`src/hdl/aux_ilock_pkg.sv`:
```
// Purpose: shared constants and types for the interlocked auxiliary output controller
// Assumes: one 25 MHz clock, registers reached over a plain strobe port
// Notes: current figures are in tenths of an ampere, speeds in miles per hour
// Operation
// selection zero drives the output straight from the rocker switch
// selection 1 needs park brake set, 2 needs it released, switch on
// selection 3 needs a door open, 4 needs all doors closed, switch on
// selection 5 needs power take-off engaged, 6 disengaged, switch on
// selection 7 needs engine running, 8 engine stopped, switch on
// selection 9 needs speed above threshold, 10 below it, switch on
// selection 11 needs vehicle stationary, 12 moving, switch on
// selection 13 needs gear code above threshold, 14 below it
// selection 15 needs neutral, 16 needs not neutral, switch on
// without latch-off the output returns when the condition returns
// with latch-off an interlock drop keeps the output off
// a latched output returns only after switch off then on
// speed threshold is used only for selections 9 and 10
// gear code 125 is neutral, above forward gears, below reverse gears
// gear threshold is used only for selections 13 and 14
// output turns off when load current reaches the limit of 1 to 20 A
// second output has its own independent selection and settings
// outputs are powered only with key in ignition or accessory
// speed threshold resets to 30, range 0 to 100; latch-off resets off
// inputs are sampled each clock; selection above 16 means no interlock
package aux_ilock_pkg;
	localparam int NUM_OUT = 2;
	localparam int ADDR_W = 4;
	localparam int DATA_W = 8;
	localparam int SEL_W = 5;
	localparam int SPEED_W = 7;
	localparam int NUM_PINS = 8;

	// -----------------------------------------------------------------
	// synchronised pin positions
	// -----------------------------------------------------------------
	localparam int PIN_KEY = 0;
	localparam int PIN_SW0 = 1;
	localparam int PIN_PARK = 3;
	localparam int PIN_DOOR = 4;
	localparam int PIN_PTO = 5;
	localparam int PIN_ENGINE = 6;
	localparam int PIN_MOVING = 7;

	// -----------------------------------------------------------------
	// condition selections
	// -----------------------------------------------------------------
	localparam logic [SEL_W-1:0] SEL_NONE = 5'h00;
	localparam logic [SEL_W-1:0] SEL_PARK_SET = 5'h01;
	localparam logic [SEL_W-1:0] SEL_PARK_CLR = 5'h02;
	localparam logic [SEL_W-1:0] SEL_DOOR_OPEN = 5'h03;
	localparam logic [SEL_W-1:0] SEL_DOOR_SHUT = 5'h04;
	localparam logic [SEL_W-1:0] SEL_PTO_ON = 5'h05;
	localparam logic [SEL_W-1:0] SEL_PTO_OFF = 5'h06;
	localparam logic [SEL_W-1:0] SEL_ENG_RUN = 5'h07;
	localparam logic [SEL_W-1:0] SEL_ENG_STOP = 5'h08;
	localparam logic [SEL_W-1:0] SEL_SPEED_ABOVE = 5'h09;
	localparam logic [SEL_W-1:0] SEL_SPEED_BELOW = 5'h0a;
	localparam logic [SEL_W-1:0] SEL_STOPPED = 5'h0b;
	localparam logic [SEL_W-1:0] SEL_MOVING = 5'h0c;
	localparam logic [SEL_W-1:0] SEL_GEAR_ABOVE = 5'h0d;
	localparam logic [SEL_W-1:0] SEL_GEAR_BELOW = 5'h0e;
	localparam logic [SEL_W-1:0] SEL_NEUTRAL = 5'h0f;
	localparam logic [SEL_W-1:0] SEL_NOT_NEUTRAL = 5'h10;
	localparam logic [DATA_W-1:0] GEAR_NEUTRAL = 8'h7d;

	// -----------------------------------------------------------------
	// reset values and limits
	// -----------------------------------------------------------------
	localparam logic [SEL_W-1:0] SEL_RST = 5'h0a;
	localparam logic [SPEED_W-1:0] SPEED_RST = 7'h1e;
	localparam logic [DATA_W-1:0] SPEED_MIN = 8'h00;
	localparam logic [DATA_W-1:0] SPEED_MAX = 8'h64;
	localparam logic [DATA_W-1:0] GEAR_RST = 8'h00;
	localparam logic [DATA_W-1:0] FUSE_RST = 8'hc8;
	localparam logic [DATA_W-1:0] FUSE_MIN = 8'h0a;
	localparam logic [DATA_W-1:0] FUSE_MAX = 8'hc8;

	// -----------------------------------------------------------------
	// register map: five per output, then one status register
	// -----------------------------------------------------------------
	localparam logic [ADDR_W-1:0] REG_SEL = 4'h0;
	localparam logic [ADDR_W-1:0] REG_LATCH = 4'h1;
	localparam logic [ADDR_W-1:0] REG_SPEED = 4'h2;
	localparam logic [ADDR_W-1:0] REG_GEAR = 4'h3;
	localparam logic [ADDR_W-1:0] REG_FUSE = 4'h4;
	localparam logic [ADDR_W-1:0] CH_STRIDE = 4'h5;
	localparam logic [ADDR_W-1:0] REG_STATUS = 4'ha;
	localparam int ST_OUT = 0;
	localparam int ST_LOCK = 1;
	localparam int ST_TRIP = 2;
	localparam int ST_CH_W = 3;

	typedef enum logic [2:0] {
		ST_OFF = 3'b001,
		ST_ON = 3'b010,
		ST_LATCHED = 3'b100
	} chan_state_t;
endpackage

```
`src/hdl/aux_ilock_ctrl.sv`:
```
// Purpose: two independent switch-driven auxiliary outputs with interlocks
// Assumes: vehicle speed, gear code and load currents come from same-clock logic
// Notes: discrete vehicle pins and switches pass a three-stage synchroniser
`timescale 1ns/10ps
module aux_ilock_ctrl (
	input wire logic clk_sys,
	input wire logic reset_n,
	input wire logic clk_en,
	input wire logic [aux_ilock_pkg::ADDR_W-1:0] reg_addr,
	input wire logic [aux_ilock_pkg::DATA_W-1:0] reg_wdata,
	input wire logic reg_wr,
	input wire logic reg_rd,
	output logic [aux_ilock_pkg::DATA_W-1:0] reg_rdata,
	input wire logic key_on_pin,
	input wire logic switch1_pin,
	input wire logic switch2_pin,
	input wire logic park_brake_pin,
	input wire logic door_open_pin,
	input wire logic pto_engaged_pin,
	input wire logic engine_running_pin,
	input wire logic vehicle_moving_pin,
	input wire logic [aux_ilock_pkg::DATA_W-1:0] vehicle_speed,
	input wire logic [aux_ilock_pkg::DATA_W-1:0] gear_code,
	input wire logic [aux_ilock_pkg::DATA_W-1:0] load_current_out1,
	input wire logic [aux_ilock_pkg::DATA_W-1:0] load_current_out2,
	output logic aux_out1,
	output logic aux_out2
);
	localparam int N = aux_ilock_pkg::NUM_OUT;

	// -----------------------------------------------------------------
	// helper functions
	// -----------------------------------------------------------------

	// address of a per-output register
	function automatic logic reg_hit(
		input logic [aux_ilock_pkg::ADDR_W-1:0] a,
		input int ch,
		input logic [aux_ilock_pkg::ADDR_W-1:0] idx
	);
		logic [aux_ilock_pkg::ADDR_W-1:0] base;
		base = aux_ilock_pkg::CH_STRIDE * aux_ilock_pkg::ADDR_W'(ch);
		return a == (base + idx);
	endfunction

	// keep a written value inside its allowed range
	function automatic logic [aux_ilock_pkg::DATA_W-1:0] clamp(
		input logic [aux_ilock_pkg::DATA_W-1:0] v,
		input logic [aux_ilock_pkg::DATA_W-1:0] lo,
		input logic [aux_ilock_pkg::DATA_W-1:0] hi
	);
		if (v < lo) begin
			return lo;
		end
		if (v > hi) begin
			return hi;
		end
		return v;
	endfunction

	// -----------------------------------------------------------------
	// input synchronisation
	// -----------------------------------------------------------------
	logic [aux_ilock_pkg::NUM_PINS-1:0] pins_raw;
	logic [aux_ilock_pkg::NUM_PINS-1:0] pins_s;
	logic key_s;
	logic sw_s [N];
	logic [aux_ilock_pkg::DATA_W-1:0] cur [N];

	// all discrete pins gathered for one synchroniser
	assign pins_raw = {vehicle_moving_pin, engine_running_pin, pto_engaged_pin,
		door_open_pin, park_brake_pin, switch2_pin, switch1_pin, key_on_pin};

	in_sync #(
		.W(aux_ilock_pkg::NUM_PINS)
	) u_sync (
		.clk_sys(clk_sys),
		.reset_n(reset_n),
		.clk_en(clk_en),
		.pin_in(pins_raw),
		.level_out(pins_s)
	);

	// per-output view of switch and current
	assign key_s = pins_s[aux_ilock_pkg::PIN_KEY];
	assign sw_s[0] = pins_s[aux_ilock_pkg::PIN_SW0];
	assign sw_s[1] = pins_s[aux_ilock_pkg::PIN_SW0 + 1];
	assign cur[0] = load_current_out1;
	assign cur[1] = load_current_out2;

	// -----------------------------------------------------------------
	// settings registers
	// -----------------------------------------------------------------
	logic [aux_ilock_pkg::SEL_W-1:0] sel_q [N];
	logic latch_q [N];
	logic [aux_ilock_pkg::SPEED_W-1:0] speed_thr_q [N];
	logic [aux_ilock_pkg::DATA_W-1:0] gear_thr_q [N];
	logic [aux_ilock_pkg::DATA_W-1:0] fuse_q [N];
	logic [aux_ilock_pkg::DATA_W-1:0] speed_w;

	// speed writes limited to the documented range
	assign speed_w = clamp(reg_wdata, aux_ilock_pkg::SPEED_MIN, aux_ilock_pkg::SPEED_MAX);

	// software writes, each output with its own set
	always_ff @(posedge clk_sys or negedge reset_n) begin
		if (!reset_n) begin
			for (int i = 0; i < N; i++) begin
				sel_q[i] <= aux_ilock_pkg::SEL_RST;
				latch_q[i] <= 1'b0;
				speed_thr_q[i] <= aux_ilock_pkg::SPEED_RST;
				gear_thr_q[i] <= aux_ilock_pkg::GEAR_RST;
				fuse_q[i] <= aux_ilock_pkg::FUSE_RST;
			end
		end else if (clk_en && reg_wr) begin
			for (int i = 0; i < N; i++) begin
				if (reg_hit(reg_addr, i, aux_ilock_pkg::REG_SEL)) begin
					sel_q[i] <= reg_wdata[aux_ilock_pkg::SEL_W-1:0];
				end
				if (reg_hit(reg_addr, i, aux_ilock_pkg::REG_LATCH)) begin
					latch_q[i] <= reg_wdata[0];
				end
				if (reg_hit(reg_addr, i, aux_ilock_pkg::REG_SPEED)) begin
					speed_thr_q[i] <= speed_w[aux_ilock_pkg::SPEED_W-1:0];
				end
				if (reg_hit(reg_addr, i, aux_ilock_pkg::REG_GEAR)) begin
					gear_thr_q[i] <= reg_wdata;
				end
				if (reg_hit(reg_addr, i, aux_ilock_pkg::REG_FUSE)) begin
					fuse_q[i] <= clamp(reg_wdata, aux_ilock_pkg::FUSE_MIN,
						aux_ilock_pkg::FUSE_MAX);
				end
			end
		end
	end

	// -----------------------------------------------------------------
	// interlock conditions
	// -----------------------------------------------------------------
	logic cond_ok [N];

	for (genvar g = 0; g < N; g++) begin : g_cond
		ilock_cond u_cond (
			.sel(sel_q[g]),
			.park_brake(pins_s[aux_ilock_pkg::PIN_PARK]),
			.door_open(pins_s[aux_ilock_pkg::PIN_DOOR]),
			.pto_engaged(pins_s[aux_ilock_pkg::PIN_PTO]),
			.engine_running(pins_s[aux_ilock_pkg::PIN_ENGINE]),
			.vehicle_moving(pins_s[aux_ilock_pkg::PIN_MOVING]),
			.speed(vehicle_speed),
			.speed_thr(speed_thr_q[g]),
			.gear(gear_code),
			.gear_thr(gear_thr_q[g]),
			.cond_ok(cond_ok[g])
		);
	end

	// -----------------------------------------------------------------
	// output state machines
	// -----------------------------------------------------------------
	aux_ilock_pkg::chan_state_t st_q [N];
	aux_ilock_pkg::chan_state_t st_d [N];
	logic trip_q [N];
	logic out_q [N];
	logic over [N];
	logic permit [N];

	// next state; a latched output waits for the switch to go off
	always_comb begin
		for (int i = 0; i < N; i++) begin
			over[i] = cur[i] >= fuse_q[i];
			permit[i] = key_s && cond_ok[i] && !over[i] && !trip_q[i];
			st_d[i] = st_q[i];
			case (st_q[i])
				aux_ilock_pkg::ST_OFF: begin
					if (sw_s[i] && permit[i]) begin
						st_d[i] = aux_ilock_pkg::ST_ON;
					end
				end
				aux_ilock_pkg::ST_ON: begin
					if (!sw_s[i] || over[i] || !key_s) begin
						st_d[i] = aux_ilock_pkg::ST_OFF;
					end else if (!cond_ok[i]) begin
						st_d[i] = latch_q[i] ? aux_ilock_pkg::ST_LATCHED
							: aux_ilock_pkg::ST_OFF;
					end
				end
				aux_ilock_pkg::ST_LATCHED: begin
					if (!sw_s[i]) begin
						st_d[i] = aux_ilock_pkg::ST_OFF;
					end
				end
				default: st_d[i] = aux_ilock_pkg::ST_OFF;
			endcase
		end
	end

	// state and registered output drive
	always_ff @(posedge clk_sys or negedge reset_n) begin
		if (!reset_n) begin
			for (int i = 0; i < N; i++) begin
				st_q[i] <= aux_ilock_pkg::ST_OFF;
				out_q[i] <= 1'b0;
			end
		end else if (clk_en) begin
			for (int i = 0; i < N; i++) begin
				st_q[i] <= st_d[i];
				out_q[i] <= st_d[i] == aux_ilock_pkg::ST_ON;
			end
		end
	end

	// over-current trip holds until the switch is turned off
	always_ff @(posedge clk_sys or negedge reset_n) begin
		if (!reset_n) begin
			for (int i = 0; i < N; i++) begin
				trip_q[i] <= 1'b0;
			end
		end else if (clk_en) begin
			for (int i = 0; i < N; i++) begin
				if (st_q[i] == aux_ilock_pkg::ST_ON && over[i]) begin
					trip_q[i] <= 1'b1;
				end else if (!sw_s[i]) begin
					trip_q[i] <= 1'b0;
				end
			end
		end
	end

	assign aux_out1 = out_q[0];
	assign aux_out2 = out_q[1];

	// -----------------------------------------------------------------
	// register read port
	// -----------------------------------------------------------------
	logic [aux_ilock_pkg::DATA_W-1:0] rd_mux;
	logic [aux_ilock_pkg::DATA_W-1:0] rdata_q;

	// read selection; unmapped addresses read zero
	always_comb begin
		rd_mux = '0;
		for (int i = 0; i < N; i++) begin
			if (reg_hit(reg_addr, i, aux_ilock_pkg::REG_SEL)) begin
				rd_mux = {3'h0, sel_q[i]};
			end
			if (reg_hit(reg_addr, i, aux_ilock_pkg::REG_LATCH)) begin
				rd_mux = {7'h00, latch_q[i]};
			end
			if (reg_hit(reg_addr, i, aux_ilock_pkg::REG_SPEED)) begin
				rd_mux = {1'b0, speed_thr_q[i]};
			end
			if (reg_hit(reg_addr, i, aux_ilock_pkg::REG_GEAR)) begin
				rd_mux = gear_thr_q[i];
			end
			if (reg_hit(reg_addr, i, aux_ilock_pkg::REG_FUSE)) begin
				rd_mux = fuse_q[i];
			end
		end
		if (reg_addr == aux_ilock_pkg::REG_STATUS) begin
			for (int i = 0; i < N; i++) begin
				rd_mux[i*aux_ilock_pkg::ST_CH_W + aux_ilock_pkg::ST_OUT] = out_q[i];
				rd_mux[i*aux_ilock_pkg::ST_CH_W + aux_ilock_pkg::ST_LOCK] =
					st_q[i] == aux_ilock_pkg::ST_LATCHED;
				rd_mux[i*aux_ilock_pkg::ST_CH_W + aux_ilock_pkg::ST_TRIP] = trip_q[i];
			end
		end
	end

	// read data stands only in the cycle after the strobe
	always_ff @(posedge clk_sys or negedge reset_n) begin
		if (!reset_n) begin
			rdata_q <= '0;
		end else if (clk_en) begin
			rdata_q <= reg_rd ? rd_mux : '0;
		end
	end

	assign reg_rdata = rdata_q;
endmodule

```
`src/hdl/ilock_cond.sv`:
```
// Purpose: evaluates one output's interlocking condition
// Assumes: all inputs already synchronous to the system clock
// Notes: purely combinational; the caller registers the result
`timescale 1ns/10ps
module ilock_cond (
	input wire logic [aux_ilock_pkg::SEL_W-1:0] sel,
	input wire logic park_brake,
	input wire logic door_open,
	input wire logic pto_engaged,
	input wire logic engine_running,
	input wire logic vehicle_moving,
	input wire logic [aux_ilock_pkg::DATA_W-1:0] speed,
	input wire logic [aux_ilock_pkg::SPEED_W-1:0] speed_thr,
	input wire logic [aux_ilock_pkg::DATA_W-1:0] gear,
	input wire logic [aux_ilock_pkg::DATA_W-1:0] gear_thr,
	output logic cond_ok
);
	// selection decode; thresholds only reach their own selections
	always_comb begin
		case (sel)
			aux_ilock_pkg::SEL_NONE: cond_ok = 1'b1;
			aux_ilock_pkg::SEL_PARK_SET: cond_ok = park_brake;
			aux_ilock_pkg::SEL_PARK_CLR: cond_ok = !park_brake;
			aux_ilock_pkg::SEL_DOOR_OPEN: cond_ok = door_open;
			aux_ilock_pkg::SEL_DOOR_SHUT: cond_ok = !door_open;
			aux_ilock_pkg::SEL_PTO_ON: cond_ok = pto_engaged;
			aux_ilock_pkg::SEL_PTO_OFF: cond_ok = !pto_engaged;
			aux_ilock_pkg::SEL_ENG_RUN: cond_ok = engine_running;
			aux_ilock_pkg::SEL_ENG_STOP: cond_ok = !engine_running;
			aux_ilock_pkg::SEL_SPEED_ABOVE: cond_ok = speed > {1'b0, speed_thr};
			aux_ilock_pkg::SEL_SPEED_BELOW: cond_ok = speed < {1'b0, speed_thr};
			aux_ilock_pkg::SEL_STOPPED: cond_ok = !vehicle_moving;
			aux_ilock_pkg::SEL_MOVING: cond_ok = vehicle_moving;
			aux_ilock_pkg::SEL_GEAR_ABOVE: cond_ok = gear > gear_thr;
			aux_ilock_pkg::SEL_GEAR_BELOW: cond_ok = gear < gear_thr;
			aux_ilock_pkg::SEL_NEUTRAL: cond_ok = gear == aux_ilock_pkg::GEAR_NEUTRAL;
			aux_ilock_pkg::SEL_NOT_NEUTRAL: cond_ok = gear != aux_ilock_pkg::GEAR_NEUTRAL;
			default: cond_ok = 1'b1;
		endcase
	end
endmodule

```
`src/hdl/in_sync.sv`:
```
// Purpose: three-stage synchroniser for asynchronous pins
// Assumes: pins change slowly against the clock
// Notes: a change is taken once the second and third stage agree
`timescale 1ns/10ps
module in_sync #(
	parameter int W = 1
) (
	input wire logic clk_sys,
	input wire logic reset_n,
	input wire logic clk_en,
	input wire logic [W-1:0] pin_in,
	output logic [W-1:0] level_out
);
	logic [W-1:0] meta_q;
	logic [W-1:0] mid_q;
	logic [W-1:0] late_q;
	logic [W-1:0] level_q;
	logic [W-1:0] agree;

	// bits whose last two stages match
	assign agree = ~(mid_q ^ late_q);

	// shift chain and filtered level
	always_ff @(posedge clk_sys or negedge reset_n) begin
		if (!reset_n) begin
			meta_q <= '0;
			mid_q <= '0;
			late_q <= '0;
			level_q <= '0;
		end else if (clk_en) begin
			meta_q <= pin_in;
			mid_q <= meta_q;
			late_q <= mid_q;
			level_q <= (late_q & agree) | (level_q & ~agree);
		end
	end

	assign level_out = level_q;
endmodule
```
`config.mk`:
```
export PLATFORM = sky130hd
export DESIGN_NAME = aux_ilock_ctrl
export DESIGN_NICKNAME = d
export VERILOG_FILES = /design/src/hdl/aux_ilock_pkg.sv /design/src/hdl/aux_ilock_ctrl.sv /design/src/hdl/ilock_cond.sv /design/src/hdl/in_sync.sv
export SDC_FILE = /design/constraint.sdc
export NUM_CORES = 1
export LEC_CHECK = 0
export ABC_CLOCK_PERIOD_IN_PS = 2840
export BUFFER_PORTS_ARGS = -buffer_cell sky130_fd_sc_hd__buf_2
export CAP_MARGIN = 20
export CORE_MARGIN = 2
export CORE_UTILIZATION = 54
export DETAILED_ROUTE_END_ITERATION = 8
export PLACE_DENSITY = 0.88
export SYNTH_ARGS = -nofsm -noshare
export SYNTH_HDL_FRONTEND = slang
export SYNTH_HIERARCHICAL = 1
export SYNTH_SLANG_ARGS = --single-unit
```
`constraint.sdc`:
```
create_clock -name clk_sys -period 2.84 [get_ports clk_sys]
set_clock_uncertainty 0.15 [all_clocks]
set_input_delay 0.568 -clock clk_sys [delete_from_list [all_inputs] [get_ports clk_sys]]
set_output_delay 0.568 -clock clk_sys [all_outputs]
set_load 0.01 [all_outputs]
```
==> results_dict.tcl, run 1 <==
set metrics [dict create \
    grt_usage_pct 25.6 \
    area_delta_synth_final_pct 14.1 \
    globalRouteOverflowTotal 0 \
    avgSynthCellArea_sq_um 9.92 \
    clk_pin_slew_ns 0.07 \
    first_iter_violations 542 \
    grt_pass1_wl_mm 28.3 \
    worstReg2RegStart "gear_thr_q[5]" \
    grt_max_degree 56 \
    num_vias 5832 \
    grt_setup_unrepaired "true" \
    status "finished, final reports clean" \
    setup_ws_ns 0.00725 \
    synth-seq-cells 108 \
    min_period_ns 2.83 \
    p_leak_uw 0.00358 \
    row_count 41 \
    max_stage_delay_ns 0.37 \
    fin_util_pct 63.3 \
    syn_nets 812 \
    hold_slack_ns 0.117 \
    fin_nets 893 \
    cap_violations 0 \
    cp_max_fo 3 \
    ys.flop_type "dfrtp_1" \
    syn_inst 709 \
    antenna_found_initial 1 \
    startpoint "gear_thr_q[5]" \
    placed_area_sq_um 7630 \
    setup_viol 0 \
    slew_viol_final 0 \
    initial_core_util_pct 55.5 \
    final_area_sq_um 8030 \
    relSlewSlack_pct 53.8 \
    period_share_pct 99.7 \
    cts_hold_buf 0 \
    routed_wl_mm 17.7 \
    via_per_inst 6.03 \
    r2r_slack_ns 0.007 \
    async_flop_share_pct 100 \
    h-tree-depth 3 \
    synth_commonest_cells "88 x dfrtp_1, 64 x nand2_1, 63 x mux2_2" \
    ir_worst_vdd_mv 0.657 \
    synth_cell_types 85 \
    reg2reg_depth 11 \
    fmax_ghz 0.353 \
    yosys_warnings 6 \
    cp.required_ns 2.98 \
    synth_edf_count 0 \
    diodes 0 \
    post-place-ws_ns -0.294 \
    wl_per_cell_um 18.3 \
    stdcell_count 967 \
    place_congestion 0.986 \
    crit_chain "inv_1, ha_1, a21o_1, a21o_1, a211oi_2, mux2_2, a211o_1, nor2b_1, o31ai_1, a22o_1, a21o_1" \
    die_w_um 118 \
    crit_slowest_cell "dfrtp_1" \
    synth_seq_area_share_pct 38.8 \
    hp-class "input port to async pin" \
    cts-root-buf "clkbuf_16" \
    tightest_slew_ns 0.693 \
    drive_gt1_share_pct 29.9 \
    cts_buffers 9 \
    synth_most_common_cell "dfrtp_1" \
    synth_top_area_cell "dfrtp_1" \
    portBuffers 66 \
    cp_common_cell "a21o_1" \
    grt_pass1_vias 5625 \
    pin_count 67 \
    cts_buffer_depth 2 \
    synth_area_sq_um 7030 \
    hpwl_mm 13.3 \
    drcViolationCount 0 \
    synth_top_area_share_pct 31.3 \
    dr.pass1.iters 6 \
    worstSetupStartpointType "flip-flop" \
    core_sq_um 12700 \
    worstSetupEndpointType "flip-flop" \
    crit_type "flip-flop to flip-flop" \
    clock-sinks 108 \
    die_area_sq_um 14000 \
    rr_endpoint "st_q[0]" \
    powerDensity_nw_per_um2 620 \
    antenna_left 0 \
    ys_top_cells_by_area "dfrtp_1 31%, mux2_2 10%, ha_1 8.2%, dfstp_2 7.5%, nand2_1 3.4%" \
    clock_latency_ns 0.35 \
    die_height_um 118 \
    cts_tree "done" \
    arrival_ns 2.97 \
    dp.cells 948 \
    hold_violations 0 \
]
==> metrics by stage <==
step | power, uW | TNS, ns
2_1_floorplan | 3130 | 0
3_3_place_gp | 3550 | -0.867
3_5_place_dp | 3620 | -1.05
4_1_cts | 4950 | 0
5_1_grt | 5250 | -0.149
6_report | 4980 | 0
==> power breakdown <==
part	total [uW]	switching [uW]	internal (uW)
Combinational	1470	743	731
Clock	1300	562	735
Sequential	2210	341	1870
Total	4980	1650	3330
==> state kept, by name, indices dropped and copies added (netlist names), 2 cells and up, named ones only <==
register	cells
fuse_q	16
gear_thr_q	16
speed_thr_q	14
sel_q	10
reg_rdata	8
u_sync/late_q	8
u_sync/meta_q	8
u_sync/mid_q	8
st_q	6
latch_q	2
trip_q	2
==> worst max-delay path, delay by kind of cell (launching register included) <==
family	cells	cell delay, ns
AOI/OAI and AO/OA	7	1.40
and+or+nand+nor	1	0.15
DFF	1	0.37
muxes	1	0.37
buffers and inverters	1	0.05
adders and majority gates	1	0.28
==> per-layer routing <==
layer	vias up	wire length [um]	GRT usage, %
met5	-	9	0
met4	2	736	12.0
met3	64	1390	4.99
met2	289	8140	40.3
met1	2741	7470	33.9
li1	2736	-	-
==> cell type report <==
type,instances,area (sq um)
clock buffer,13,260
clock inverter,3,46.3
fill,1023,4650
inverter,61,229
multi-input combinational,510,3950
sequential,108,2730
tap,172,215
timing repair buffer,100,601
==> cells by family after synthesis <==
logic type                 after synthesis  share of synthesized area [%]
muxes                                   74                           11.7
buffers and inverters                   91                           6.09
AOI/OAI and AO/OA                      189                           19.1
and+or+nand+nor                        201                           16.1
DFF                                    108                           38.8
adders and majority gates               46                           8.19
==> layout by cell type, fill, tap and decap left out, types with 4 or more instances in the layout <==
cell type and n:
o31ai_1 6, nor2_1 25, and3_1 4, o21a_1 5, o211ai_1 7, nand4_1 8
ha_1 43, a22oi_1 7, nor3_1 5, nand2_1 64, a21o_1 12, dfstp_2 20
nor3b_1 4, dfrtp_1 88, nor2b_1 17, a41oi_1 4, nand3_1 14, inv_1 58
o22ai_1 5, mux2i_1 10, a21oi_1 27, buf_2 65, a22o_1 9, o2bb2ai_1 9
mux2_2 63, clkbuf_16 9, o21ai_1 22, a31oi_1 4, o21ai_0 29, a2bb2oi_1 7
and2_1 4, nand2b_1 21, buf_4 34
==> repair_timing <==
| item | in CTS | in global routing |
|---|---|---|
| setup endpoints to repair | 1 | 3 |
| cloned | 0 | 0 |
| pin swaps | 7 | 4 |
| gates resized for setup | 9 | 5 |
| setup buffers | 2 | 2 |
==> worst max path at each step <==
stage                   end  slack (ns)
finish              st_q[0]       0.007
global route        st_q[0]       -0.15
CTS                 st_q[0]       0.004
detailed placement  st_q[0]       -0.29
global placement    st_q[0]       -0.27
floorplan           st_q[0]        0.02
Note: power is estimated with default switching activity, not from simulation.
==> run 2: changes to the inputs <==
- ABC_AREA: not set -> 1
- BUFFER_PORTS_ARGS: -buffer_cell sky130_fd_sc_hd__buf_2 -> not set
- CORE_UTILIZATION: 54 -> 59
- DONT_BUFFER_PORTS: not set -> 1
- PLACE_DENSITY: 0.88 -> 0.89
- RECOVER_POWER: not set -> 50
==> results_dict.tcl, run 2 <==
set metrics [dict create \
    portBuffers 0 \
    cap_violations 0 \
    pin_count 67 \
    clock-sinks 108 \
    setup_viol 0 \
    fin_nets 1129 \
    ys.flop_type "dfrtp_1" \
    die_area_sq_um 13100 \
    grt_setup_unrepaired "false" \
    synth_area_sq_um 7220 \
    placed_area_sq_um 7270 \
    grt_pass1_wl_mm 29.2 \
    reg2reg_depth 17 \
    synth_top_area_cell "dfrtp_1" \
    globalRouteOverflowTotal 0 \
    final_common_cell "nand2_1" \
    path_buf_inv 3 \
    clock_latency_ns 0.34 \
    largest_registers "fuse_q (16), gear_thr_q (16), speed_thr_q (14)" \
    avgSynthCellArea_sq_um 7.00 \
    cp_max_fo 5 \
    worstReg2RegStart "speed_thr_q[4]" \
    via_per_inst 5.51 \
    clk_pin_slew_ns 0.07 \
    async_flop_share_pct 100 \
    wl_per_cell_um 14.9 \
    core_sq_um 12000 \
    place_congestion 0.947 \
    relSlewSlack_pct 65.5 \
    grt_pass1_vias 6142 \
    mostFrequentLayoutCells "341 x nand2_1, 171 x inv_1, 88 x o21ai_0, 88 x dfrtp_1, 74 x nor2_1" \
    crit_type "flip-flop to flip-flop" \
    hpwl_mm 13.3 \
    syn_nets 1134 \
    cts_buffers 9 \
    ir_worst_vdd_mv 0.311 \
    post_cts_buffers 0 \
    cp.required_ns 2.97 \
    grt_usage_pct 28.4 \
    crit_chain "inv_1, ha_1, inv_1, nor3_1, nand2_1, nand3_1, inv_1, nand2_1, nand2_1, nor2_1, nand2_1, nand2_1, o21ai_0, o21ai_0, nand3_1, nand2_1, nand2_1" \
    num_vias 6495 \
    syn_inst 1031 \
    slew_viol_final 0 \
    synth_commonest_cells "341 x nand2_1, 171 x inv_1, 88 x dfrtp_1" \
    synth_top_area_share_pct 30.5 \
    critPathCapture "st_q[0]" \
    worstSetupEndpointType "flip-flop" \
    yosys_warnings 6 \
    dr.pass1.iters 6 \
    status "finished, violations left" \
    synth_seq_area_share_pct 37.8 \
    routed_wl_mm 17.5 \
    cts-root-buf "clkbuf_16" \
    diodes 0 \
    worstSetupStartpointType "flip-flop" \
    synth_cell_types 36 \
    initial_core_util_pct 60.4 \
    area_delta_synth_final_pct 4.52 \
    hold_slack_ns -0.237 \
    cp.depth 17 \
    r2r_slack_ns 0.37 \
    antenna_left 0 \
    drcViolationCount 0 \
    arrival_ns 2.59 \
    synth_most_common_cell "nand2_1" \
    violations "hold timing" \
    period_share_pct 86.9 \
    grt_max_degree 109 \
    synth-seq-cells 108 \
    die_height_um 115 \
    synth_edf_count 0 \
    crit_slowest_cell "dfstp_2" \
    fmax_ghz 0.405 \
    antenna_found_initial 0 \
    cp_common_cell "nand2_1" \
    h-tree-depth 3 \
    cts_tree "done" \
    p_leak_uw 0.00408 \
    min_period_ns 2.47 \
    drive_gt1_share_pct 7.86 \
    path_delay_family "simple AND/OR/NAND/NOR gates" \
    cts_resized 0 \
    rr_endpoint "st_q[0]" \
    cts_buffer_depth 2 \
    hold_violations 108 \
    first_iter_violations 563 \
    startpoint "speed_thr_q[4]" \
    powerDensity_nw_per_um2 602 \
    die_w_um 115 \
    final_area_sq_um 7550 \
    row_count 40 \
    tightest_slew_ns 0.514 \
    hp-class "input port to async pin" \
    max_stage_delay_ns 0.55 \
    ys_top_cells_by_area "dfrtp_1 30%, nand2_1 18%, inv_1 8.9%, ha_1 8.0%, dfstp_2 7.3%" \
    fin_tns_setup_ns 0 \
]
run 2: cell types whose count changed in the layout (fill, tap and decap cells not counted), moves of 11 or more:
| cell | delta |
|---|---|
| buf_2 | -65 |
| buf_4 | -34 |
| inv_1 | +113 |
| inv_2 | +11 |
| mux2_2 | -57 |
| nand2_1 | +277 |
| nand2b_1 | -21 |
| nand3_1 | +38 |
| nor2_1 | +49 |
| nor2b_1 | -17 |
| o21ai_0 | +59 |
run 2: cell families after synthesis:
kind of cell	share of synthesized area, %
muxes	0.936
AOI/OAI and AO/OA	11.4
buffers and inverters	11.5
and+or+nand+nor	30.4
DFF	37.8
adders and majority gates	7.97
run 2: worst register-to-register path, stage by stage, from the launching register on:
cell and delay (ns):
dfstp_2 0.55, inv_1 0.05, ha_1 0.27, inv_1 0.04
nor3_1 0.21, nand2_1 0.08, nand3_1 0.07, inv_1 0.04
nand2_1 0.05, nand2_1 0.04, nor2_1 0.08, nand2_1 0.19
nand2_1 0.12, o21ai_0 0.08, o21ai_0 0.17, nand3_1 0.09
nand2_1 0.06, nand2_1 0.04
run 2: report_power, final:
part	internal (uW)	switching, uW	total (uW)	leakage, uW
clock	623	557	1180	0.000136
combinational	464	793	1260	0.00262
sequential	1840	272	2110	0.00133
total	2920	1620	4550	0.00408
run 2: how the worst min path moves through the flow:
stage / end / from / cells after the start / slack, ns
after floorplan: aux_out1 / reset_n / 0 / 0.12
after global placement: fuse_q[4] / reset_n / 0 / 0.13
after detailed placement: fuse_q[2] / reset_n / 0 / 0.13
after CTS: gear_thr_q[6] / reset_n / 0 / -0.24
after global routing: fuse_q[5] / reset_n / 0 / -0.25
final: fuse_q[2] / reset_n / 0 / -0.24
run 2: stage by stage:
stage | setup WS, ns | std cells | utilization [%] | power [uW] | hold WS [ns]
after floorplan | 0.682 | 1031 | - | 3040 | 0.122
after global placement | 0.451 | 1162 | 60.8 | 3290 | 0.125
after detailed placement | 0.402 | 1162 | 60.8 | 3360 | 0.125
after CTS | 0.395 | 1178 | 63.1 | 4540 | -0.240
after global routing | 0.0699 | 1178 | 63.1 | 4870 | -0.252
final | 0.373 | 1178 | 63.1 | 4550 | -0.237
run 2: final cells by class:
type,count,area (sq um)
clock buffer,11,243
clock inverter,5,35.0
fill,1035,4410
inverter,186,698
multi-input combinational,721,3660
sequential,108,2730
tap,147,184
run 2: layer usage:
layer  track usage (%)  vias up  wire length [um]
met2              44.9      277              8000
met1              37.1     2938              7410
met5                 0        -                 0
met3              7.15       48              1510
met4              12.1        0               578
li1                  -     3232                 -
